$ cat config.mk
export PLATFORM = sky130hd
export DESIGN_NAME = pmu_cyc_rst
export DESIGN_NICKNAME = d
export VERILOG_FILES = /design/src/include/pmu_pkg.sv /design/src/verilog/lp_tick_gen.sv /design/src/verilog/reset_pin_filter.sv /design/src/verilog/pmu_cyc_rst.sv
export SDC_FILE = /design/constraint.sdc
export NUM_CORES = 1
export LEC_CHECK = 0
export ABC_AREA = 1
export BUFFER_PORTS_ARGS = -buffer_cell sky130_fd_sc_hd__buf_2
export CAP_MARGIN = 20
export CORE_UTILIZATION = 40
export DETAILED_ROUTE_END_ITERATION = 10
export GPL_TIMING_DRIVEN = 0
export SYNTH_ARGS = -nofsm -noshare
export SYNTH_HDL_FRONTEND = slang
export SYNTH_SLANG_ARGS = --single-unit
$ cat constraint.sdc
create_clock -name clk -period 11.08 [get_ports clk]
set_clock_uncertainty 0.05 [all_clocks]
set_input_delay 0.554 -clock clk [delete_from_list [all_inputs] [get_ports clk]]
set_output_delay 0.554 -clock clk [all_outputs]
set_load 0.1 [all_outputs]
$ cat src/include/pmu_pkg.sv
package pmu_pkg;
  // register byte offsets
  localparam logic [11:0] SLEEP_CFG_OFFSET   = 12'h020;
  localparam logic [11:0] GATE_CTRL_OFFSET   = 12'h024;
  localparam logic [11:0] RESET_CAUSE_OFFSET = 12'h010;
  localparam logic [31:0] SLEEP_CFG_RESET    = 32'h0137_0004;
  localparam logic [7:0]  GATE_CTRL_RESET    = 8'h50;
  localparam logic [31:0] SLEEP_CFG_WMASK    = 32'h073f_3f0f;

  // sleep_cycle_config fields
  localparam int SENSE_DELAY_LSB = 24;
  localparam int WAKE_EXP_LSB    = 20;
  localparam int WAKE_MANT_LSB   = 16;
  localparam int SENSE_EXP_LSB   = 12;
  localparam int SENSE_MANT_LSB  = 8;
  localparam int SENSE_EN_BIT    = 3;
  localparam int WAKE_EN_BIT     = 2;
  localparam int VREDUCE_N_BIT   = 1;
  localparam int WAKE_RST_BIT    = 0;

  // gate_drive_cycle_control fields
  localparam int GATE_OFF_LSB    = 6;
  localparam int GATE_ON_LSB     = 4;
  localparam int GB_HOLD_BIT     = 3;
  localparam int GB_CYC_BIT      = 2;
  localparam int GA_HOLD_BIT     = 1;
  localparam int GA_CYC_BIT      = 0;

  // reset cause bits; bit 10 is internal only
  localparam logic [10:0] F_REGFAIL   = 11'h001;
  localparam logic [10:0] F_STOPEXIT  = 11'h002;
  localparam logic [10:0] F_SLEEPEXIT = 11'h004;
  localparam logic [10:0] F_EXTWDT    = 11'h020;
  localparam logic [10:0] F_PIN       = 11'h040;
  localparam logic [10:0] F_POR       = 11'h080;
  localparam logic [10:0] F_INTWDT    = 11'h100;
  localparam logic [10:0] F_SOFT      = 11'h200;
  localparam logic [10:0] F_WDTSEQ    = 11'h400;
  localparam logic [10:0] CAUSE_RD_MASK = 11'h3e7;
  localparam logic [10:0] TYPE1_MASK  = F_POR | F_REGFAIL | F_WDTSEQ;
  localparam logic [10:0] TYPE2_MASK  = TYPE1_MASK | F_PIN | F_EXTWDT | F_INTWDT | F_SOFT
                                        | F_STOPEXIT;
  localparam logic [10:0] TYPE3_MASK  = TYPE2_MASK | F_SLEEPEXIT;

  // synchroniser lanes
  localparam int SYN_EXTWDT = 0;
  localparam int SYN_WDTSEQ = 1;
  localparam int SYN_REGFAIL = 2;
  localparam int SYN_SOFT = 3;
  localparam int SYN_INTWDT = 4;
  localparam int SYN_SLEEPWAKE = 5;
  localparam int SYN_STOPWAKE = 6;
  localparam int SYN_MON = 7;

  // timing: one backup clock tick per microsecond
  localparam int CLK_PERIOD_NS   = 10;
  localparam int TICK_US         = 1;
  localparam int LP_TICK_DEFAULT = TICK_US * 1000 / CLK_PERIOD_NS;
  localparam int OFF_UNIT_MS     = 2;
  localparam int OFF_UNIT_TICKS  = OFF_UNIT_MS * 1000 / TICK_US;
  localparam int PIN_MIN_NS      = 500;
  localparam logic [7:0] PIN_STABLE_CNT = 8'(PIN_MIN_NS / CLK_PERIOD_NS + 1);
  localparam int SAMPLE_DELAY_US [8] = '{18, 27, 36, 45, 63, 81, 99, 144};
  localparam int GATE_OFF_US [4] = '{400, 800, 2000, 4000};
  localparam int GATE_ON_US [4]  = '{50, 100, 200, 400};
  localparam int SENSE_WINDOW_TICKS = 4;
  localparam int EXT_WDT_DELAY_TICKS = 8;
  localparam int RESET_HOLD_TICKS = 4;
  localparam int POWERUP_TICKS = 10;
  localparam int TIME_W = 21;

  typedef enum logic [2:0] {
    ST_POWERUP  = 3'b000,
    ST_ACTIVE   = 3'b001,
    ST_RESET    = 3'b011,
    ST_WDT_WAIT = 3'b010,
    ST_SLEEP    = 3'b110
  } rst_state_t;

  typedef enum logic [1:0] {
    CS_IDLE  = 2'b00,
    CS_OFF   = 2'b01,
    CS_DELAY = 2'b11,
    CS_SENSE = 2'b10
  } sense_state_t;
endpackage

$ cat src/verilog/lp_tick_gen.sv
`timescale 1ns/100ps
module lp_tick_gen #(
  parameter int unsigned DIV = 100
) (
  input  wire logic clk,
  input  wire logic rst,
  output logic      tick
);
  typedef struct packed {
    logic [15:0] cnt;
    logic        tick;
  } tick_state_t;

  tick_state_t q;
  tick_state_t d;

  always_comb begin
    d = q;
    d.tick = (q.cnt == 16'(DIV - 1));
    d.cnt = d.tick ? 16'h0 : q.cnt + 16'h1;
  end

  always_ff @(posedge clk or posedge rst) begin
    if (rst) begin
      q <= '0;
    end else begin
      q <= d;
    end
  end

  assign tick = q.tick;
endmodule

$ cat src/verilog/reset_pin_filter.sv
`timescale 1ns/100ps
module reset_pin_filter (
  input  wire logic clk,
  input  wire logic rst,
  input  wire logic pin_reset_n,
  input  wire logic accept,
  output logic      req
);
  import pmu_pkg::*;

  typedef struct packed {
    logic       s1;
    logic       s2;
    logic [7:0] cnt;
    logic       req;
  } pin_state_t;

  pin_state_t q;
  pin_state_t d;

  always_comb begin
    d = q;
    d.s1 = pin_reset_n;
    d.s2 = q.s1;
    d.req = 1'b0;
    if (q.s2) begin
      d.cnt = 8'h0;
    end else if (q.cnt != PIN_STABLE_CNT) begin
      d.cnt = q.cnt + 8'h1;
      d.req = accept && (q.cnt == PIN_STABLE_CNT - 8'd1);
    end
  end

  always_ff @(posedge clk or posedge rst) begin
    if (rst) begin
      q <= '0;
      q.s1 <= 1'b1;
      q.s2 <= 1'b1;
    end else begin
      q <= d;
    end
  end

  assign req = q.req;

  chk_pin_width_gate:
  assert property (@(posedge clk) disable iff (rst)
    req |-> (q.cnt == PIN_STABLE_CNT) && $past(accept) && $past(!q.s2))
    else $error("pin reset taken without stable low or while gated");
endmodule

$ cat src/verilog/pmu_cyc_rst.sv
// Design decision made here: the APB register port.
`timescale 1ns/100ps
// Function
// - sense off time 4^e*(m+1)*2ms
// - wake off time same formula, wake fields
// - sample delay code after supply on
// - all cyclic times from backup clock
// - sense enable gates cyclic sensing
// - wake enable gates timed wake-up
// - low reduce bit requests 0.9V in Stop
// - optional reset on Stop exit, flagged
// - gate off time 400/800/2000/4000us
// - gate on time 50/100/200/400us
// - hold enable bits per gate
// - cycle enable bits per gate
// - power-up sequence then release, flag POR
// - Sleep exit repeats power-up, own flag
// - pin reset stable, Active/Stop, not during reset
// - pin reset in Stop wakes, flags pin
// - external watchdog miss in Active, not Stop: flags, delayed reset
// - soft and internal watchdog, lowest priority
// - regulator failure resets then enters Sleep
// - type0 POR only, type1 adds failures
// - type2 adds Active resets, type3 sleep
// - monitor wake only inside sensing window
module pmu_cyc_rst #(
  parameter int unsigned LP_TICK_CYCLES = pmu_pkg::LP_TICK_DEFAULT
) (
  input  wire logic        clk,
  input  wire logic        rst,
  input  wire logic [11:0] paddr,
  input  wire logic        psel,
  input  wire logic        penable,
  input  wire logic        pwrite,
  input  wire logic [31:0] pwdata,
  output logic      [31:0] prdata,
  output logic             pready,
  output logic             pslverr,
  input  wire logic        stop_mode,
  input  wire logic        sleep_request,
  input  wire logic        reset_pin_n,
  input  wire logic        ext_watchdog_miss,
  input  wire logic        watchdog_sequence_failure,
  input  wire logic        regulator_failure,
  input  wire logic        soft_reset_req,
  input  wire logic        int_watchdog_req,
  input  wire logic        sleep_wake_req,
  input  wire logic        stop_wake_req,
  input  wire logic        monitor_input,
  output logic             mcu_reset_n,
  output logic             mcu_wake,
  output logic      [3:0]  reset_type,
  output logic             supply_gating_window,
  output logic             sense_wake_pulse,
  output logic             timed_wake_pulse,
  output logic             core_voltage_reduce_n,
  output logic             gate_a_on,
  output logic             gate_b_on,
  output logic             gate_a_hold,
  output logic             gate_b_hold,
  output logic             sleep_active
);
  import pmu_pkg::*;

  typedef struct packed {
    rst_state_t        st;
    sense_state_t      sst;
    logic [7:0]        s1;
    logic [7:0]        s2;
    logic [TIME_W-1:0] seq_cnt;
    logic [TIME_W-1:0] sense_cnt;
    logic [TIME_W-1:0] wake_cnt;
    logic [TIME_W-1:0] gate_cnt;
    logic              gate_phase;
    logic [31:0]       sleep_cfg;
    logic [7:0]        gate_cfg;
    logic [10:0]       flags;
    logic [10:0]       cause;
    logic              go_sleep;
    logic              window;
    logic              sense_hold;
    logic              gate_win;
    logic              sense_wake;
    logic              timed_wake;
    logic              mcu_wake;
    logic              mcu_reset_n;
    logic              vred_n;
    logic [3:0]        rtype;
    logic              ga_on;
    logic              gb_on;
    logic [31:0]       prdata;
    logic              pready;
    logic              pslverr;
    logic              sleep_on;
  } pmu_state_t;

  pmu_state_t q;
  pmu_state_t d;
  logic       tick;
  logic       pin_req;
  logic       pin_accept;
  logic [7:0] async_in;

  function automatic logic [TIME_W-1:0] off_load(input logic [1:0] e, input logic [3:0] m);
    logic [31:0] units;
    units = ({28'h0, m} + 32'h1) << {e, 1'b0};
    off_load = TIME_W'(units * 32'(OFF_UNIT_TICKS) - 32'h1);
  endfunction

  function automatic logic [TIME_W-1:0] delay_load(input logic [2:0] code);
    delay_load = TIME_W'(SAMPLE_DELAY_US[code] / TICK_US - 1);
  endfunction

  function automatic logic [1:0] reg_index(input logic [11:0] addr);
    if (addr == SLEEP_CFG_OFFSET) begin
      reg_index = 2'd1;
    end else if (addr == GATE_CTRL_OFFSET) begin
      reg_index = 2'd2;
    end else if (addr == RESET_CAUSE_OFFSET) begin
      reg_index = 2'd3;
    end else begin
      reg_index = 2'd0;
    end
  endfunction

  lp_tick_gen #(
    .DIV (LP_TICK_CYCLES)
  ) u_tick (
    .clk  (clk),
    .rst  (rst),
    .tick (tick)
  );

  assign pin_accept = (q.st == ST_ACTIVE);

  reset_pin_filter u_pin (
    .clk         (clk),
    .rst         (rst),
    .pin_reset_n (reset_pin_n),
    .accept      (pin_accept),
    .req         (pin_req)
  );

  assign async_in = {monitor_input, stop_wake_req, sleep_wake_req, int_watchdog_req,
                     soft_reset_req, regulator_failure, watchdog_sequence_failure,
                     ext_watchdog_miss};

  always_comb begin
    logic [10:0] set_f;
    logic [10:0] keep_f;
    logic        ps;
    logic        sense_run;
    logic        wake_run;
    logic        wake_evt;
    logic        wr;
    logic [1:0]  sel;
    set_f = '0;
    keep_f = '1;
    d = q;
    ps = stop_mode || (q.st == ST_SLEEP);
    sense_run = q.sleep_cfg[SENSE_EN_BIT] && ps;
    wake_run = q.sleep_cfg[WAKE_EN_BIT] && ps;
    wake_evt = q.sense_wake || q.timed_wake;
    sel = reg_index(paddr);
    wr = psel && penable && q.pready && pwrite;
    d.s1 = async_in;
    d.s2 = q.s1;
    d.sense_wake = 1'b0;
    d.timed_wake = 1'b0;
    d.mcu_wake = 1'b0;

    // apb slave: zero wait states, error on unmapped word
    d.pready = psel && !penable;
    d.pslverr = psel && !penable && (sel == 2'd0);
    if (psel && !penable) begin
      d.prdata = 32'h0;
      if (!pwrite && sel == 2'd1) begin
        d.prdata = q.sleep_cfg;
      end else if (!pwrite && sel == 2'd2) begin
        d.prdata = {24'h0, q.gate_cfg};
      end else if (!pwrite && sel == 2'd3) begin
        d.prdata = {21'h0, q.flags & CAUSE_RD_MASK};
      end
    end
    if (wr && sel == 2'd1) begin
      d.sleep_cfg = pwdata & SLEEP_CFG_WMASK;
    end
    if (wr && sel == 2'd2) begin
      d.gate_cfg = pwdata[7:0];
    end
    if (wr && sel == 2'd3) begin
      keep_f = pwdata[10:0] | ~CAUSE_RD_MASK;
    end

    if (!q.sleep_cfg[SENSE_EN_BIT]) begin
      d.sense_hold = 1'b0;
    end
    if (!sense_run) begin
      d.sst = CS_IDLE;
      d.window = 1'b0;
    end else begin
      case (q.sst)
        CS_IDLE: begin
          d.sst = CS_OFF;
          d.sense_cnt = off_load(q.sleep_cfg[SENSE_EXP_LSB +: 2],
                                 q.sleep_cfg[SENSE_MANT_LSB +: 4]);
        end
        CS_OFF: begin
          if (tick && q.sense_cnt == '0) begin
            d.sst = CS_DELAY;
            d.window = 1'b1;
            d.sense_cnt = delay_load(q.sleep_cfg[SENSE_DELAY_LSB +: 3]);
          end else if (tick) begin
            d.sense_cnt = q.sense_cnt - 1'b1;
          end
        end
        CS_DELAY: begin
          if (tick && q.sense_cnt == '0) begin
            d.sst = CS_SENSE;
            d.sense_cnt = TIME_W'(SENSE_WINDOW_TICKS - 1);
          end else if (tick) begin
            d.sense_cnt = q.sense_cnt - 1'b1;
          end
        end
        CS_SENSE: begin
          if (q.s2[SYN_MON]) begin
            d.sense_wake = 1'b1;
            d.sense_hold = 1'b1;
            d.window = 1'b0;
            d.sst = CS_IDLE;
          end else if (tick && q.sense_cnt == '0) begin
            d.sst = CS_OFF;
            d.window = 1'b0;
            d.sense_cnt = off_load(q.sleep_cfg[SENSE_EXP_LSB +: 2],
                                   q.sleep_cfg[SENSE_MANT_LSB +: 4]);
          end else if (tick) begin
            d.sense_cnt = q.sense_cnt - 1'b1;
          end
        end
        default: begin
          d.sst = CS_IDLE;
        end
      endcase
    end
    // supply stays on after a sensed wake until software or the config reload on a reset turns sensing off
    d.gate_win = d.window || d.sense_hold;

    if (!wake_run) begin
      d.wake_cnt = off_load(q.sleep_cfg[WAKE_EXP_LSB +: 2], q.sleep_cfg[WAKE_MANT_LSB +: 4]);
    end else if (tick && q.wake_cnt == '0) begin
      d.timed_wake = 1'b1;
      d.wake_cnt = off_load(q.sleep_cfg[WAKE_EXP_LSB +: 2], q.sleep_cfg[WAKE_MANT_LSB +: 4]);
    end else if (tick) begin
      d.wake_cnt = q.wake_cnt - 1'b1;
    end

    if (!(q.gate_cfg[GA_CYC_BIT] || q.gate_cfg[GB_CYC_BIT])) begin
      d.gate_phase = 1'b0;
      d.gate_cnt = '0;
    end else if (tick && q.gate_cnt == '0) begin
      d.gate_phase = !q.gate_phase;
      d.gate_cnt = q.gate_phase ?
                   TIME_W'(GATE_OFF_US[q.gate_cfg[GATE_OFF_LSB +: 2]] / TICK_US - 1) :
                   TIME_W'(GATE_ON_US[q.gate_cfg[GATE_ON_LSB +: 2]] / TICK_US - 1);
    end else if (tick) begin
      d.gate_cnt = q.gate_cnt - 1'b1;
    end
    d.ga_on = d.gate_phase && q.gate_cfg[GA_CYC_BIT];
    d.gb_on = d.gate_phase && q.gate_cfg[GB_CYC_BIT];

    d.vred_n = !(stop_mode && !q.sleep_cfg[VREDUCE_N_BIT]);

    case (q.st)
      ST_POWERUP: begin
        if (tick && q.seq_cnt == '0) begin
          d.st = ST_ACTIVE;
          d.mcu_reset_n = 1'b1;
          set_f = q.cause;
          d.cause = '0;
        end else if (tick) begin
          d.seq_cnt = q.seq_cnt - 1'b1;
        end
      end
      ST_ACTIVE: begin
        if (q.s2[SYN_REGFAIL] || q.s2[SYN_WDTSEQ]) begin
          d.cause = q.s2[SYN_REGFAIL] ? F_REGFAIL : F_WDTSEQ;
          d.go_sleep = 1'b1;
          d.st = ST_RESET;
        end else if (pin_req) begin
          d.cause = stop_mode ? (F_PIN | F_STOPEXIT) : F_PIN;
          d.mcu_wake = stop_mode;
          d.st = ST_RESET;
        end else if (q.s2[SYN_EXTWDT] && !stop_mode) begin
          d.cause = F_EXTWDT;
          set_f = F_EXTWDT;
          d.st = ST_WDT_WAIT;
          d.seq_cnt = TIME_W'(EXT_WDT_DELAY_TICKS - 1);
        end else if (stop_mode && (q.s2[SYN_STOPWAKE] || wake_evt)) begin
          d.mcu_wake = 1'b1;
          if (q.sleep_cfg[WAKE_RST_BIT]) begin
            d.cause = F_STOPEXIT;
            d.st = ST_RESET;
          end
        end else if (!stop_mode && (q.s2[SYN_INTWDT] || q.s2[SYN_SOFT])) begin
          d.cause = q.s2[SYN_INTWDT] ? F_INTWDT : F_SOFT;
          d.st = ST_RESET;
        end else if (sleep_request) begin
          d.st = ST_SLEEP;
          d.mcu_reset_n = 1'b0;
        end
      end
      ST_WDT_WAIT: begin
        if (tick && q.seq_cnt == '0) begin
          d.st = ST_RESET;
        end else if (tick) begin
          d.seq_cnt = q.seq_cnt - 1'b1;
        end
      end
      ST_RESET: begin
        if (tick && q.seq_cnt == '0) begin
          d.st = q.go_sleep ? ST_SLEEP : ST_ACTIVE;
          d.mcu_reset_n = !q.go_sleep;
          d.go_sleep = 1'b0;
          d.cause = '0;
        end else if (tick) begin
          d.seq_cnt = q.seq_cnt - 1'b1;
        end
      end
      ST_SLEEP: begin
        if (q.s2[SYN_SLEEPWAKE] || wake_evt) begin
          d.st = ST_POWERUP;
          d.cause = F_SLEEPEXIT;
          d.seq_cnt = TIME_W'(POWERUP_TICKS - 1);
        end
      end
      default: begin
        d.st = ST_POWERUP;
      end
    endcase
    d.sleep_on = (d.st == ST_SLEEP);

    // entering a reset: hold the core, record the source, reload type-2 config
    if (d.st == ST_RESET && q.st != ST_RESET) begin
      d.mcu_reset_n = 1'b0;
      d.seq_cnt = TIME_W'(RESET_HOLD_TICKS - 1);
      d.sleep_cfg = SLEEP_CFG_RESET;
      set_f = set_f | d.cause;
    end
    // a flag set in the cycle software clears it survives
    d.flags = (q.flags & keep_f) | (set_f & CAUSE_RD_MASK);

    if (d.st == ST_POWERUP || d.st == ST_RESET) begin
      d.rtype = {|(d.cause & TYPE3_MASK), |(d.cause & TYPE2_MASK),
                 |(d.cause & TYPE1_MASK), |(d.cause & F_POR)};
    end else begin
      d.rtype = 4'h0;
    end
  end

  always_ff @(posedge clk or posedge rst) begin
    if (rst) begin
      q <= '0;
      q.st <= ST_POWERUP;
      q.sst <= CS_IDLE;
      q.cause <= F_POR;
      q.seq_cnt <= TIME_W'(POWERUP_TICKS - 1);
      q.sleep_cfg <= SLEEP_CFG_RESET;
      q.gate_cfg <= GATE_CTRL_RESET;
      q.vred_n <= 1'b1;
      q.rtype <= 4'hf;
    end else begin
      q <= d;
    end
  end

  assign prdata = q.prdata;
  assign pready = q.pready;
  assign pslverr = q.pslverr;
  assign mcu_reset_n = q.mcu_reset_n;
  assign mcu_wake = q.mcu_wake;
  assign reset_type = q.rtype;
  assign supply_gating_window = q.gate_win;
  assign sense_wake_pulse = q.sense_wake;
  assign timed_wake_pulse = q.timed_wake;
  assign core_voltage_reduce_n = q.vred_n;
  assign gate_a_on = q.ga_on;
  assign gate_b_on = q.gb_on;
  assign gate_a_hold = q.gate_cfg[GA_HOLD_BIT];
  assign gate_b_hold = q.gate_cfg[GB_HOLD_BIT];
  assign sleep_active = q.sleep_on;

  chk_sense_off_load:
  assert property (@(posedge clk) disable iff (rst)
    ($past(q.sst) == CS_IDLE && q.sst == CS_OFF) |->
      q.sense_cnt == off_load($past(q.sleep_cfg[SENSE_EXP_LSB +: 2]),
                              $past(q.sleep_cfg[SENSE_MANT_LSB +: 4])))
    else $error("sense off time loaded wrong");

  chk_wake_reload:
  assert property (@(posedge clk) disable iff (rst)
    timed_wake_pulse |-> q.wake_cnt == off_load($past(q.sleep_cfg[WAKE_EXP_LSB +: 2]),
                                                $past(q.sleep_cfg[WAKE_MANT_LSB +: 4])))
    else $error("timed wake interval loaded wrong");

  chk_sample_delay:
  assert property (@(posedge clk) disable iff (rst)
    ($past(q.sst) == CS_OFF && q.sst == CS_DELAY) |->
      supply_gating_window &&
      q.sense_cnt == delay_load($past(q.sleep_cfg[SENSE_DELAY_LSB +: 3])))
    else $error("sample delay wrong after supply on");

  chk_sense_disabled:
  assert property (@(posedge clk) disable iff (rst)
    !q.sleep_cfg[SENSE_EN_BIT] |=> q.sst == CS_IDLE && !sense_wake_pulse)
    else $error("sensing ran while disabled");

  chk_timed_wake_off:
  assert property (@(posedge clk) disable iff (rst)
    !q.sleep_cfg[WAKE_EN_BIT] |=> !timed_wake_pulse)
    else $error("timed wake fired while disabled");

  chk_voltage_reduce:
  assert property (@(posedge clk) disable iff (rst)
    (stop_mode && !q.sleep_cfg[VREDUCE_N_BIT]) |=> !core_voltage_reduce_n)
    else $error("reduction not requested in stop");

  chk_release_flag:
  assert property (@(posedge clk) disable iff (rst)
    ($past(q.st) == ST_POWERUP && q.st == ST_ACTIVE) |->
      mcu_reset_n && (q.flags & (F_POR | F_SLEEPEXIT)) != 11'h0)
    else $error("release without power-up flag");

  chk_type_nesting:
  assert property (@(posedge clk) disable iff (rst)
    (reset_type[0] |-> reset_type[1]) and (reset_type[1] |-> reset_type[2])
      and (reset_type[2] |-> reset_type[3]))
    else $error("reset types not nested");

  chk_window_accept:
  assert property (@(posedge clk) disable iff (rst)
    sense_wake_pulse |-> $past(supply_gating_window))
    else $error("monitor wake taken outside window");
endmodule

==> metrics.sh, run 1 <==
RUN_STATUS='completed'
CTS_RESIZED=0
GRT_OVERFLOW_TOTAL=0
CTS.SINK_COUNT=219
CRITICAL_PATH.MAX_STAGE_DELAY_PS=820
SYN_INST=2373
INITIAL_UTILIZATION=0.4053
DRT_PRE_ANTENNA_ITERS=5
MAX_CAP_VIOL_COUNT=0
CP_DATA_REQUIRED_TIME_PS=11500
DETAIL_ROUTE.DRC_VIOLATIONS=0
SYNTH.FF_LATCH_COUNT=219
DRT-WIRELENGTH-PER-CELL_UM=15.20
POWER.DENSITY_CELL_AREA_mW_PER_MM2=109.3
LAYOUT-DRIVE-GT1-SHARE=0.1378
DIE_WIDTH_UM=213.7
MET2_WIRE_LENGTH_MM=21.12
DRT_ITER0_MARKERS=998
MET3_WIRELENGTH_MM=2.612
FF_LATCH_AREA_SQ_MM=0.005504
CTS.REPORTEDPATHS.CLKPINSLEW_PS=60
FIN_CRIT_SH=0.5480
POWER_LEAKAGE_nW=10.72
ASYNC_RESET_FF_FRAC=1.000
CLK_PATH_BUF_DEPTH=3
NUM_VIAS=15610
MAX_FREQ_MHz=164.7
PIN_COUNT_OF_THE_BIGGEST_NET_ENTERING_GLOBAL_ROUTING=132
GP_CONGESTION=0.9263
FINAL-HOLD-VIOLATION-COUNT=0
SYNTH_CELL_TYPES=62
ROUTED.TOP_LAYER='met4'
FINALMAXSLEWVIOLATIONS=0
POSTSYNTH.TOPFLOPCELL='dfrtp_1'
CTS_MAX_LEVEL=1
POSTROUTEWIRELENGTH_MM=47.50
PEAKVDDDROP_V=0.0001048
DIE_AREA_SQ_MM=0.04566
CRITPATHSLOWESTCELL='o21ai_0'
POST-CTS-SETUP-BUFFER-COUNT=0
SEQ_AREA_FRAC_SYNTH=0.3071
CRITPATHCAPTURETYPE='register'
SYNTH-WARNING-COUNT=0
SETUP_TNS_PS=0
POST_SYNTH.CELL_AREA_AVG_SQ_UM=7.553
DIE_H_UM=213.7
DESIGN.PORTCOUNT=109
WORSTHOLDPATHTYPE='input port to asynchronous set/reset pin'
DETAILEDPLACEMENTHPWL_MM=37.33
FLOORPLAN_CORE_AREA_SQ_MM=0.04422
ANTENNA_FOUND_INITIAL=1
CRITICAL_PATH_PEAK_FANOUT=10
CRITICAL_PATH_ARRIVAL_PS=6490
CLOCK_TREE.ROOT_CELL='clkbuf_16'
CELL_AREA_AFTER_SYNTHESIS_SQ_MM=0.01792
FINALWORSTPATHREQUIREDPERIOD_PS=6072
WORST_SLEW_PIN_SLEW_PS=955.7
PORT_BUFFERS=90
DESIGN.FINAL.NETS=2743
GR-USAGE-ALL-LAYERS=0.2153
CLK-INSERTION-DELAY-LATE_PS=610
SYNTH_ENABLE_FLOP_CELLS=0
CTS_TREE='built'
FINAL_STANDARD_CELL_AREA_WITHOUT_FILLERS_SQ_MM=0.02024
UNREPAIRED_SETUP_ENDPOINTS_AFTER_GLOBAL_ROUTING='no'
GRT_FIRST_PASS_WIRELENGTH_MM=78.47
ROWS=77
SLEW_HEADROOM=0.3561
DESIGN_POWER_TOTAL_mW=2.212
POST_DP_CELL_AREA_SQ_MM=0.01918
VIAS_PER_CELL=4.994
DRT.ANTENNA.VIOLATING_NETS=0
TIMING.SETUP.CRITICAL_PATH_CLASS='register to register'
WL_MET1_MM=22.66
GRT_PASS1_VIAS=15380
SETUP_VIOL_COUNT_FINAL=0
CTS-BUFFERS-INSERTED=28
AREA.GROWTH.SYNTH_TO_FINAL_PCT=12.90
MULTI_INPUT_AREA_SQ_MM=0.01031
SETUP.WORST_PATH.START_CLASS='register'
FILL_CELLS=4449
worst paths after layout:
kind	slack, ps	cells past startpoint	start	endpoint
setup reg to reg	5010	25	q[101]	q[150]
setup / recovery	5010	25	q[101]	q[150]
min in group clk	130	2	stop_mode	core_voltage_reduce_n
hold reg to reg	300	0	d[204]	q[204]
hold / removal	4	2	rst	q[139]
max in group asynchronous	9920	3	rst	q[89]
cell usage after synthesis, types with 3 or more instances:
cell        n  area share
o21ai_0    97       0.027
nor2_4      7      0.0044
mux2_2      5      0.0031
o311ai_0    4      0.0020
o31ai_1    17      0.0071
xnor2_1    19      0.0093
nor2_2     15      0.0052
o211ai_1   26       0.011
fa_1       68       0.076
nor3b_1     6      0.0025
a31oi_1    11      0.0038
nand3_2     3      0.0017
o21ai_2    23       0.011
buf_4      39       0.016
a21oi_2     5      0.0024
nand3b_1    7      0.0029
a221oi_1    6      0.0029
clkbuf_1   18      0.0038
dfrtp_1   200        0.28
o21ai_1    15      0.0042
inv_2      22      0.0046
nand4_1    39       0.014
nor3_1     48       0.013
buf_2       9      0.0025
a21oi_1    54       0.015
nor4_1     16      0.0056
nand2_4     4      0.0025
nor2_1    243       0.051
xor2_1     72       0.035
nand2_1   468       0.098
o221ai_1    6      0.0029
buf_6       7      0.0044
o211ai_2   10      0.0070
a22oi_1     6      0.0025
inv_1     414       0.087
o22ai_1    11      0.0038
nand3_1   163       0.046
ha_1      103       0.072
nand2_2    28      0.0098
o21bai_1    3      0.0013
or2_2       7      0.0024
dfstp_2    19       0.028
cell families (layout without fill, tap and decap cells):
group | Yosys count | count (layout) | share of synthesized area
other cells | 1 | 10 | 0.0002092
xor+xnor | 92 | 92 | 0.04538
mux | 5 | 5 | 0.003141
compound gates | 307 | 307 | 0.1113
flops | 219 | 219 | 0.3071
simple gates | 1066 | 1066 | 0.2654
buf+inv | 512 | 663 | 0.1196
fa+ha+maj | 171 | 171 | 0.1479
area by class of cell:
class	instances	area share
sequential	219	0.2720
buffer	74	0.02467
antenna	1	0.0001237
clock buffer	37	0.03728
clock inverter	13	0.01008
tap	592	0.03660
inverter	438	0.08162
multi-input combinational	1650	0.5093
timing repair buffer	101	0.02832
sequential cells by signal (all words and copies together), names as in the netlist:
| register | flops |
|---|---|
| q | 143 |
| prdata | 23 |
| u_tick.q | 16 |
| u_pin.q | 9 |
| d | 8 |
| reset_type | 4 |
| core_voltage_reduce_n | 1 |
| gate_a_hold | 1 |
| gate_a_on | 1 |
| gate_b_hold | 1 |
| gate_b_on | 1 |
| mcu_reset_n | 1 |
| mcu_wake | 1 |
| pready | 1 |
| pslverr | 1 |
| sense_wake_pulse | 1 |
| sleep_active | 1 |
| supply_gating_window | 1 |
| timed_wake_pulse | 1 |
| u_pin.d | 1 |
| u_pin.req | 1 |
| u_tick.tick | 1 |
stage by stage:
stage	utilization	cells	hold WS, ps	worst slack (ps)
finish	0.4576	3125	4.312	5008
global route	0.4575	3124	88.74	4419
CTS	0.4574	3123	43.99	4965
detailed placement	0.4337	3064	284.7	5058
global placement	0.4329	3063	282.3	1655
floorplan	-	2381	281.2	4515
power breakdown:
part | internal (mW) | total (mW) | switching (mW)
Sequential | 0.849 | 0.894 | 0.0443
Combinational | 0.115 | 0.370 | 0.255
Clock | 0.575 | 0.948 | 0.373
worst max-delay path, delay by kind of cell, from the launching register on:
kind / cells / cell delay (ps)
DFF: 1 / 560
adders and majority gates: 5 / 2400
AOI/OAI and AO/OA: 3 / 1150
buffers and inverters: 7 / 680
and+or+nand+nor: 10 / 1100
timing repair:
| action | CTS | global route |
|---|---|---|
| endpoints found under the hold margin | 9 | 0 |
| hold buffers | 9 | 0 |
| setup endpoints to repair | 0 | 0 |
metal layers:
layer,vias to the layer above,GRT usage
li1,7852,-
met1,7344,0.2979
met2,345,0.3464
met3,64,0.03793
met4,0,0.05690
met5,-,0
layout by cell type (no fill, tap or decap), drive strengths merged, types with 41 or more instances in the layout:
cell type  netlist  final
nand2          500    500
inv            436    438
clkbuf          18     55
fa              68     68
a21oi           59     59
nor2           265    265
o21ai          135    135
nand3          168    168
buf             56    148
nor3            50     50
ha             103    103
dfrtp          200    200
xor2            72     72
nand4           41     41
Power figures use the tool's default switching activity.
==> run 2: changes to the inputs <==
ABC_AREA = 0   (was 1)
clock period = 5.67 ns   (was 11.08 ns; I/O delays follow)
==> metrics.sh, run 2 <==
ENDPOINT='q[154]'
CTS-BUFFERS-INSERTED=27  # -3.6%
FLOORPLAN_CORE_AREA_SQ_MM=0.03991  # -9.7%
SEQUENTIALPOWERSHARE=0.433  # +0.029
UNREPAIRED_SETUP_ENDPOINTS_AFTER_GLOBAL_ROUTING='yes'
PIN_COUNT_OF_THE_BIGGEST_NET_ENTERING_GLOBAL_ROUTING=44  # -67%
ANTENNA_FOUND_INITIAL=2  # +1
MOSTFREQUENTLAYOUTCELL='nand2_1'
CLK-INSERTION-DELAY-LATE_PS=570  # -40 ps
MAX_FFS_PER_REGISTER=143  # unchanged
REGTOREGENDPOINT='q[154]'
CRITICAL_PATH_PEAK_FANOUT=6  # -4
LARGEST_REGISTER='q'
LAYOUT_COMMON_CELLS='nand2_1 (199), dfrtp_1 (197), nor2_1 (166)'
FINAL-HOLD-VIOLATION-COUNT=0  # unchanged
PEAKVDDDROP_V=0.0001660  # +58%
WORSTHOLDPATHTYPE='input port to register'
CELL_TYPES_OCCUPYING_THE_MOST_AREA_AFTER_SYNTHESIS='dfrtp_1 (31%), fa_1 (8.4%), ha_1 (7.9%), nand2_1 (4.7%), nor2_1 (3.9%)'
ROWS=73  # -5.2%
POST-SYNTH-TOP-AREA-FRACTION=0.3080  # +0.02872
CRITPATHCAPTURETYPE='register'
POSTROUTEWIRELENGTH_MM=44.40  # -6.5%
CRITICAL_PATH.MAX_STAGE_DELAY_PS=610  # -210 ps
SYNTH_ENABLE_FLOP_CELLS=0  # unchanged
SETUP_SLACK_PS=-373.5  # -5382 ps
MAX_FREQ_MHz=165.5  # +0.47%
DRT.ANTENNA.VIOLATING_NETS=0  # unchanged
SYNTH_CELL_TYPES=80  # +29%
FINAL-INSTANCE-COUNT-EXCL-FILL=2642  # -15%
DIE_WIDTH_UM=203.6  # -4.7%
CP_DATA_REQUIRED_TIME_PS=6060  # -5440 ps
DRT_ITER0_MARKERS=955  # -4.3%
GP_CONGESTION=0.8506  # -8.2%
DP.CELLS=2501  # -18%
P_SW_FRAC=0.2464  # -0.05763
SYN_INST=1871  # -21%
FF2FF_PATH_DEPTH=21  # -16%
GRT_PASS1_VIAS=13870  # -9.8%
FAILED_CHECKS='negative setup slack'
SETUP_VIOL_COUNT_FINAL=9  # +9
TIMING.SETUP.CRITICAL_PATH_CLASS='register to register'
CLK_PATH_BUF_DEPTH=3  # unchanged
CRITPATHSLOWESTCELL='dfstp_2'
POWER_LEAKAGE_nW=9.447  # -12%
INITIAL_UTILIZATION=0.4072  # +0.001852
AREA.GROWTH.SYNTH_TO_FINAL_PCT=23.41
SYNTH.FF_LATCH_COUNT=219  # unchanged
VIAS_PER_CELL=5.399  # +8.1%
DIE_AREA_SQ_MM=0.04144  # -9.2%
FILL_CELLS=3706  # -17%
LAYOUT-DRIVE-GT1-SHARE=0.1928  # +0.05498
SLEW_HEADROOM=0.2337  # -0.1225
POWER.SHARE.COMBINATIONAL=0.060  # -0.107
CLOCK_TREE.ROOT_CELL='clkbuf_16'
POST_SYNTH.CELL_AREA_AVG_SQ_UM=8.686  # +15%
CELL_BREAKDOWN_OF_THE_CRITICAL_PATH='ha_4 -> xor2_1 -> nor2_1 -> a211o_1 -> fa_1 -> inv_2 -> fa_1 -> inv_2 -> fa_1 -> fa_1 -> inv_2 -> ha_4 -> o21a_1 -> o31a_1 -> or4_1 -> a311o_1 -> a2111oi_4 -> o2111ai_2 -> xnor2_2 -> xnor2_2 -> o21ai_2'
DESIGN.PORTCOUNT=109  # unchanged
CELL_AREA_AFTER_SYNTHESIS_SQ_MM=0.01625  # -9.3%
SETUP.WORST_PATH.START_CLASS='register'
DETAILEDPLACEMENTHPWL_MM=33.39  # -11%
NUM_VIAS=14260  # -8.6%
ASYNC_RESET_FF_FRAC=1.000  # unchanged
FINALWORSTPATHREQUIREDPERIOD_PS=6043  # -28.17 ps
CTS_MAX_LEVEL=1  # unchanged
DESIGN.FINAL.NETS=2326  # -15%
FINAL_UTIL=0.5025  # +0.04489
CP_COMMON_CELL='fa_1'
DESIGN_POWER_TOTAL_mW=3.721  # +68%
YOSYS_TOP_CELL_BY_AREA='dfrtp_1'
TOP_CELLS_BY_INSTANCE_COUNT_AFTER_SYNTHESIS='nand2_1 (205), dfrtp_1 (200), nor2_1 (171)'
WORST_SLEW_PIN_SLEW_PS=1137  # +181.8 ps
CTS.REPORTEDPATHS.CLKPINSLEW_PS=60  # about the same
POSTSYNTH.TOPFLOPCELL='dfrtp_1'
DIE_H_UM=203.6  # -4.7%
FINALMAXSLEWVIOLATIONS=0  # unchanged
SYNTH.MOST_COMMON_CELL='nand2_1'
SETUP.WORST_PATH.START='q[96]'
SWITCHING_POWER_uW=916.8  # +36%
CELL_INTERNAL_PWR_mW=2.805  # +82%
RUN_STATUS='finished, violations left'
GRT_FIRST_PASS_WIRELENGTH_MM=72.55  # -7.5%
CRITICAL_PATH_ARRIVAL_PS=6440  # -50 ps
SHARE_OF_TOTAL_POWER_IN_THE_CLOCK_NETWORK=0.507  # +0.078
DETAIL_ROUTE.DRC_VIOLATIONS=0  # unchanged
CRITICAL_PATH.REG2REG.STARTPOINT='q[96]'
DRT-WIRELENGTH-PER-CELL_UM=16.81  # +11%
FIN_CRIT_SH=1.066  # +0.5179
SYNTH-WARNING-COUNT=0  # unchanged
CTS.SINK_COUNT=219  # unchanged
POWER.DENSITY_CELL_AREA_mW_PER_MM2=185.5  # +70%
CTS_TREE='built'
GR-USAGE-ALL-LAYERS=0.2172  # +0.001938
DRT_PRE_ANTENNA_ITERS=5  # unchanged
TIMING.REG2REG.SETUP_SLACK_PS=-370  # -5380 ps
SETUP_TNS_PS=-1687  # -1687 ps
PORT_BUFFERS=90  # unchanged
MAX_CAP_VIOL_COUNT=0  # unchanged
SEQ_AREA_FRAC_SYNTH=0.3387  # +0.03159
GRT_OVERFLOW_TOTAL=0  # unchanged
HOLDWS_PS=100.7  # +96.35 ps
run 2: final cells by class:
class                      count  area, sq um  share of cell area
antenna                        1        2.502           0.0001248
timing repair buffer         191         1400             0.06981
inverter                     153        583.1             0.02907
multi-input combinational   1404        10350              0.5159
sequential                   219         5508              0.2746
clock inverter                16        216.5             0.01079
clock buffer                  34        762.0             0.03799
buffer                        99        580.6             0.02895
tap                          525        656.9             0.03275
run 2: critical path: cells and delay by family, from the launching register on:
| family | cells | cell delay (ps) |
|---|---|---|
| and+or+nand+nor | 2 | 510 |
| xor gates and xnor gates | 3 | 620 |
| AOI/OAI and AO/OA | 7 | 1580 |
| DFF | 1 | 610 |
| buffers and inverters | 3 | 130 |
| adders and majority gates | 6 | 2440 |
run 2: timing repair:
action,4_1_cts,5_1_grt
buffers inserted,43,20
gates resized for setup,70,64
endpoints found under the setup margin,13,15
hold buffers,33,0
endpoints found under the hold margin,61,0
pin swaps,48,37
cloned,0,0
run 2: layer usage:
layer / routed length [um] / track usage / vias to the layer above
met1: 20620 / 0.2989 / 6907
met5: 12 / 0 / -
met2: 20240 / 0.3484 / 347
li1: - / - / 6932
met3: 2051 / 0.02940 / 75
met4: 1471 / 0.07841 / 2
run 2: worst min-delay path by stage:
stage,cells after the start,slack (ps),start,to
after floorplan,0,240,reset_pin_n,u_pin.d[9]
after CTS,4,90,pwrite,prdata[4]
after global placement,0,290,d[199],q[199]
final,4,100,pwrite,prdata[4]
after global routing,4,110,pwrite,prdata[4]
after detailed placement,0,290,d[201],q[201]
run 2: cells by family (layout without fill, tap and decap cells):
logic type / count (synthesis) / after routing / share of synthesized area
simple gates: 684 / 684 / 0.2026
compound gates: 431 / 431 / 0.1664
buf+inv: 256 / 493 / 0.06821
flops: 219 / 219 / 0.3387
fa+ha+maj: 171 / 171 / 0.1631
xor+xnor: 93 / 93 / 0.05012
mux: 16 / 16 / 0.01078
other cells: 1 / 10 / 0.0002307
run 2: through the flow:
| stage | area [sq um] | setup slack (ps) |
|---|---|---|
| detailed placement | 17680 | -816.6 |
| floorplan | 16440 | -178.0 |
| finish | 20060 | -373.5 |
| CTS | 19640 | -323.8 |
| global route | 20060 | -619.2 |
| global placement | 17550 | -764.7 |
run 2: power groups by stage:
| stage | Combinational [mW] | Clock (mW) | Sequential (mW) |
|---|---|---|---|
| 6_report | 0.224 | 1.89 | 1.61 |
| 5_1_grt | 0.243 | 1.98 | 1.61 |
| 4_1_cts | 0.225 | 1.92 | 1.61 |
| 3_5_place_dp | 0.207 | 0 | 1.64 |
| 3_3_place_gp | 0.195 | 0 | 1.64 |
| 2_1_floorplan | 0.131 | 0 | 1.64 |
==> run 3: changes to the inputs <==
clock period = 6.9 ns   (was 5.67 ns; I/O delays follow)
==> metrics.sh, run 3 (synthesized netlist as in run 2, its figures left out) <==
RUN_STATUS='completed'
HOLDPATHSTAGES=3  # -1
PEAKVDDDROP_V=0.0002089  # +26%
CRITICAL_PATH_DEPTH=23  # +9.5%
DESIGN.FINAL.NETS=2256  # -3.0%
FF2FF_PATH_DEPTH=23  # +9.5%
CTS.REPORTEDPATHS.CLKPINSLEW_PS=60  # about the same
CRITICAL_PATH.MAX_STAGE_DELAY_PS=560  # -50 ps
FINALMAXSLEWVIOLATIONS=0  # unchanged
CTS_MAX_LEVEL=1  # unchanged
CP_DATA_REQUIRED_TIME_PS=7270  # +1210 ps
CLK_PATH_BUF_DEPTH=3  # unchanged
MAX_FREQ_MHz=151.9  # -8.2%
CRITICAL_PATH_ARRIVAL_PS=6950  # +510 ps
CRITICAL_PATH_PEAK_FANOUT=9  # +3
SLEW_HEADROOM=0.3030  # +0.06932
DETAILEDPLACEMENTHPWL_MM=32.40  # -3.0%
WORSTHOLDPATHTYPE='input port to register'
MAX_CAP_VIOL_COUNT=0  # unchanged
DETAIL_ROUTE.DRC_VIOLATIONS=0  # unchanged
ROWS=73  # unchanged
CLK-INSERTION-DELAY-LATE_PS=560  # about the same
CRITPATHCAPTURETYPE='register'
AREA.GROWTH.SYNTH_TO_FINAL_PCT=14.87
PORT_BUFFERS=90  # unchanged
SETUP_TNS_PS=0  # +1687 ps
MOSTFREQUENTLAYOUTCELL='nand2_1'
DRT-WIRELENGTH-PER-CELL_UM=16.66  # -0.84%
SETUP_SLACK_PS=316.6  # +690.1 ps
LAYOUT-DRIVE-GT1-SHARE=0.1188  # -0.07399
GRT_OVERFLOW_TOTAL=0  # unchanged
FINAL-HOLD-VIOLATION-COUNT=0  # unchanged
CTS-BUFFERS-INSERTED=26  # -3.7%
UNREPAIRED_SETUP_ENDPOINTS_AFTER_GLOBAL_ROUTING='no'
GRT_FIRST_PASS_WIRELENGTH_MM=70.93  # -2.2%
DIE_AREA_SQ_MM=0.04144  # unchanged
FINAL_STANDARD_CELL_AREA_WITHOUT_FILLERS_SQ_MM=0.01867  # -6.9%
FLOORPLAN_CORE_AREA_SQ_MM=0.03991  # unchanged
CELL_BREAKDOWN_OF_THE_CRITICAL_PATH='ha_1 -> xor2_2 -> nand2_1 -> o21ai_0 -> a21o_1 -> fa_1 -> inv_1 -> fa_1 -> inv_1 -> fa_1 -> inv_1 -> fa_1 -> inv_1 -> ha_1 -> and2_1 -> or3b_2 -> or3_1 -> a22oi_2 -> nand2_1 -> or4_1 -> a21o_1 -> xor2_1 -> o21ai_1'
VIAS_PER_CELL=5.422  # +0.43%
DIE_WIDTH_UM=203.6  # unchanged
WORST_SLEW_PIN_SLEW_PS=1031  # -106.5 ps
CTS_TREE='built'
PIN_COUNT_OF_THE_BIGGEST_NET_ENTERING_GLOBAL_ROUTING=123  # +180%
SETUP_VIOL_COUNT_FINAL=0  # -9
FINALWORSTPATHREQUIREDPERIOD_PS=6583  # +539.9 ps
WORSTPATHBUFFERINVERTERCOUNT=4  # +1
POST_DP_CELL_AREA_SQ_MM=0.01744  # -1.3%
GR-USAGE-ALL-LAYERS=0.2105  # -0.006708
INITIAL_UTILIZATION=0.4072  # unchanged
ANTENNA_FOUND_INITIAL=0  # -2
CRITPATHSLOWESTCELL='fa_1'
GP_CONGESTION=0.8895  # +4.6%
LARGEST_REGISTER='q'
DRT_ITER0_MARKERS=870  # -8.9%
FIN_CRIT_SH=0.9541  # -0.1118
DRT.ANTENNA.VIOLATING_NETS=0  # unchanged
DIE_H_UM=203.6  # unchanged
DESIGN.PORTCOUNT=109  # unchanged
MAX_FFS_PER_REGISTER=143  # unchanged
SETUP.WORST_PATH.START_CLASS='register'
GRT_PASS1_VIAS=13610  # -1.9%
POSTROUTEWIRELENGTH_MM=42.83  # -3.5%
DRT_PRE_ANTENNA_ITERS=5  # unchanged
NUM_VIAS=13930  # -2.3%
N_ANTENNA_CELL=0  # -1
CTS.SINK_COUNT=219  # unchanged
PRECTSSETUPSLACK_PS=-556.5  # +260.2 ps
POWER_LEAKAGE_nW=8.874  # -6.1%
LAYOUT_COMMON_CELLS='nand2_1 (205), dfrtp_1 (200), nor2_1 (171)'
CLOCK_TREE.ROOT_CELL='clkbuf_16'
POWER.DENSITY_CELL_AREA_mW_PER_MM2=156.9  # -15%
TIMING.SETUP.CRITICAL_PATH_CLASS='register to register'
PATH_DELAY_FAMILY='adder cells'
run 3: cell count changes in the layout (fill, tap and decap cells not counted), sizes merged, moves of 3 or more:
cell | previous run | this run
dlygate4sd3 | 33 | 23
inv | 156 | 153
clkinvlp | 4 | 1
clkinv | 5 | 8
buf | 205 | 146
run 3: worst paths after layout:
check                           from  endpoint  slack (ps)
setup / recovery               q[89]    q[174]         320
hold / removal             pwdata[0]     q[80]          20
setup reg to reg               q[89]    q[174]         320
hold reg to reg               d[201]    q[201]         290
max in group asynchronous        rst    q[104]        5290
min in group asynchronous        rst    q[191]         490
run 3: timing repair:
action                                  in CTS  in global routing
hold buffers                                23                  0
pin swaps                                    0                  3
resized for setup                            5                 12
gates cloned                                 0                  0
buffers inserted                             0                  4
hold endpoints to repair                    97                  0
endpoints found under the setup margin       4                  6
run 3: area by class of cell:
class | instances | area [sq um]
buffer | 99 | 523.0
fill | 3837 | 21250
multi-input combinational | 1404 | 9744
clock buffer | 35 | 714.4
clock inverter | 13 | 178.9
tap | 525 | 656.9
sequential | 219 | 5504
timing repair buffer | 122 | 765.7
inverter | 153 | 581.8
run 3: stage by stage:
stage	util	power (mW)	hold WS (ps)	cells
floorplan	-	1.456	281.2	1879
global route	0.4677	3.037	8.911	2570
CTS	0.4653	2.964	4.185	2568
finish	0.4677	2.929	21.31	2570
global placement	0.4357	1.505	286.1	2494
detailed placement	0.4370	1.508	287.8	2498
run 3: tightest hold or removal path, delay by kind of cell:
| family | cells | cell delay [ps] |
|---|---|---|
| and+or+nand+nor | 1 | 60 |
| buffers and inverters | 1 | 130 |
| AOI/OAI and AO/OA | 1 | 60 |
run 3: per-layer routing:
layer	vias to the layer above	global-route usage	share of wire
met5	-	0	0
met4	0	0.05800	0.021
met3	52	0.02173	0.043
met2	330	0.3364	0.46
met1	6797	0.3018	0.48
li1	6755	-	-
run 3: power breakdown:
| group | internal, mW | switching [mW] | leakage, nW |
|---|---|---|---|
| Sequential | 1.31 | 0.0169 | 2.81 |
| Combinational | 0.0477 | 0.123 | 5.63 |
| Clock | 0.876 | 0.558 | 0.440 |
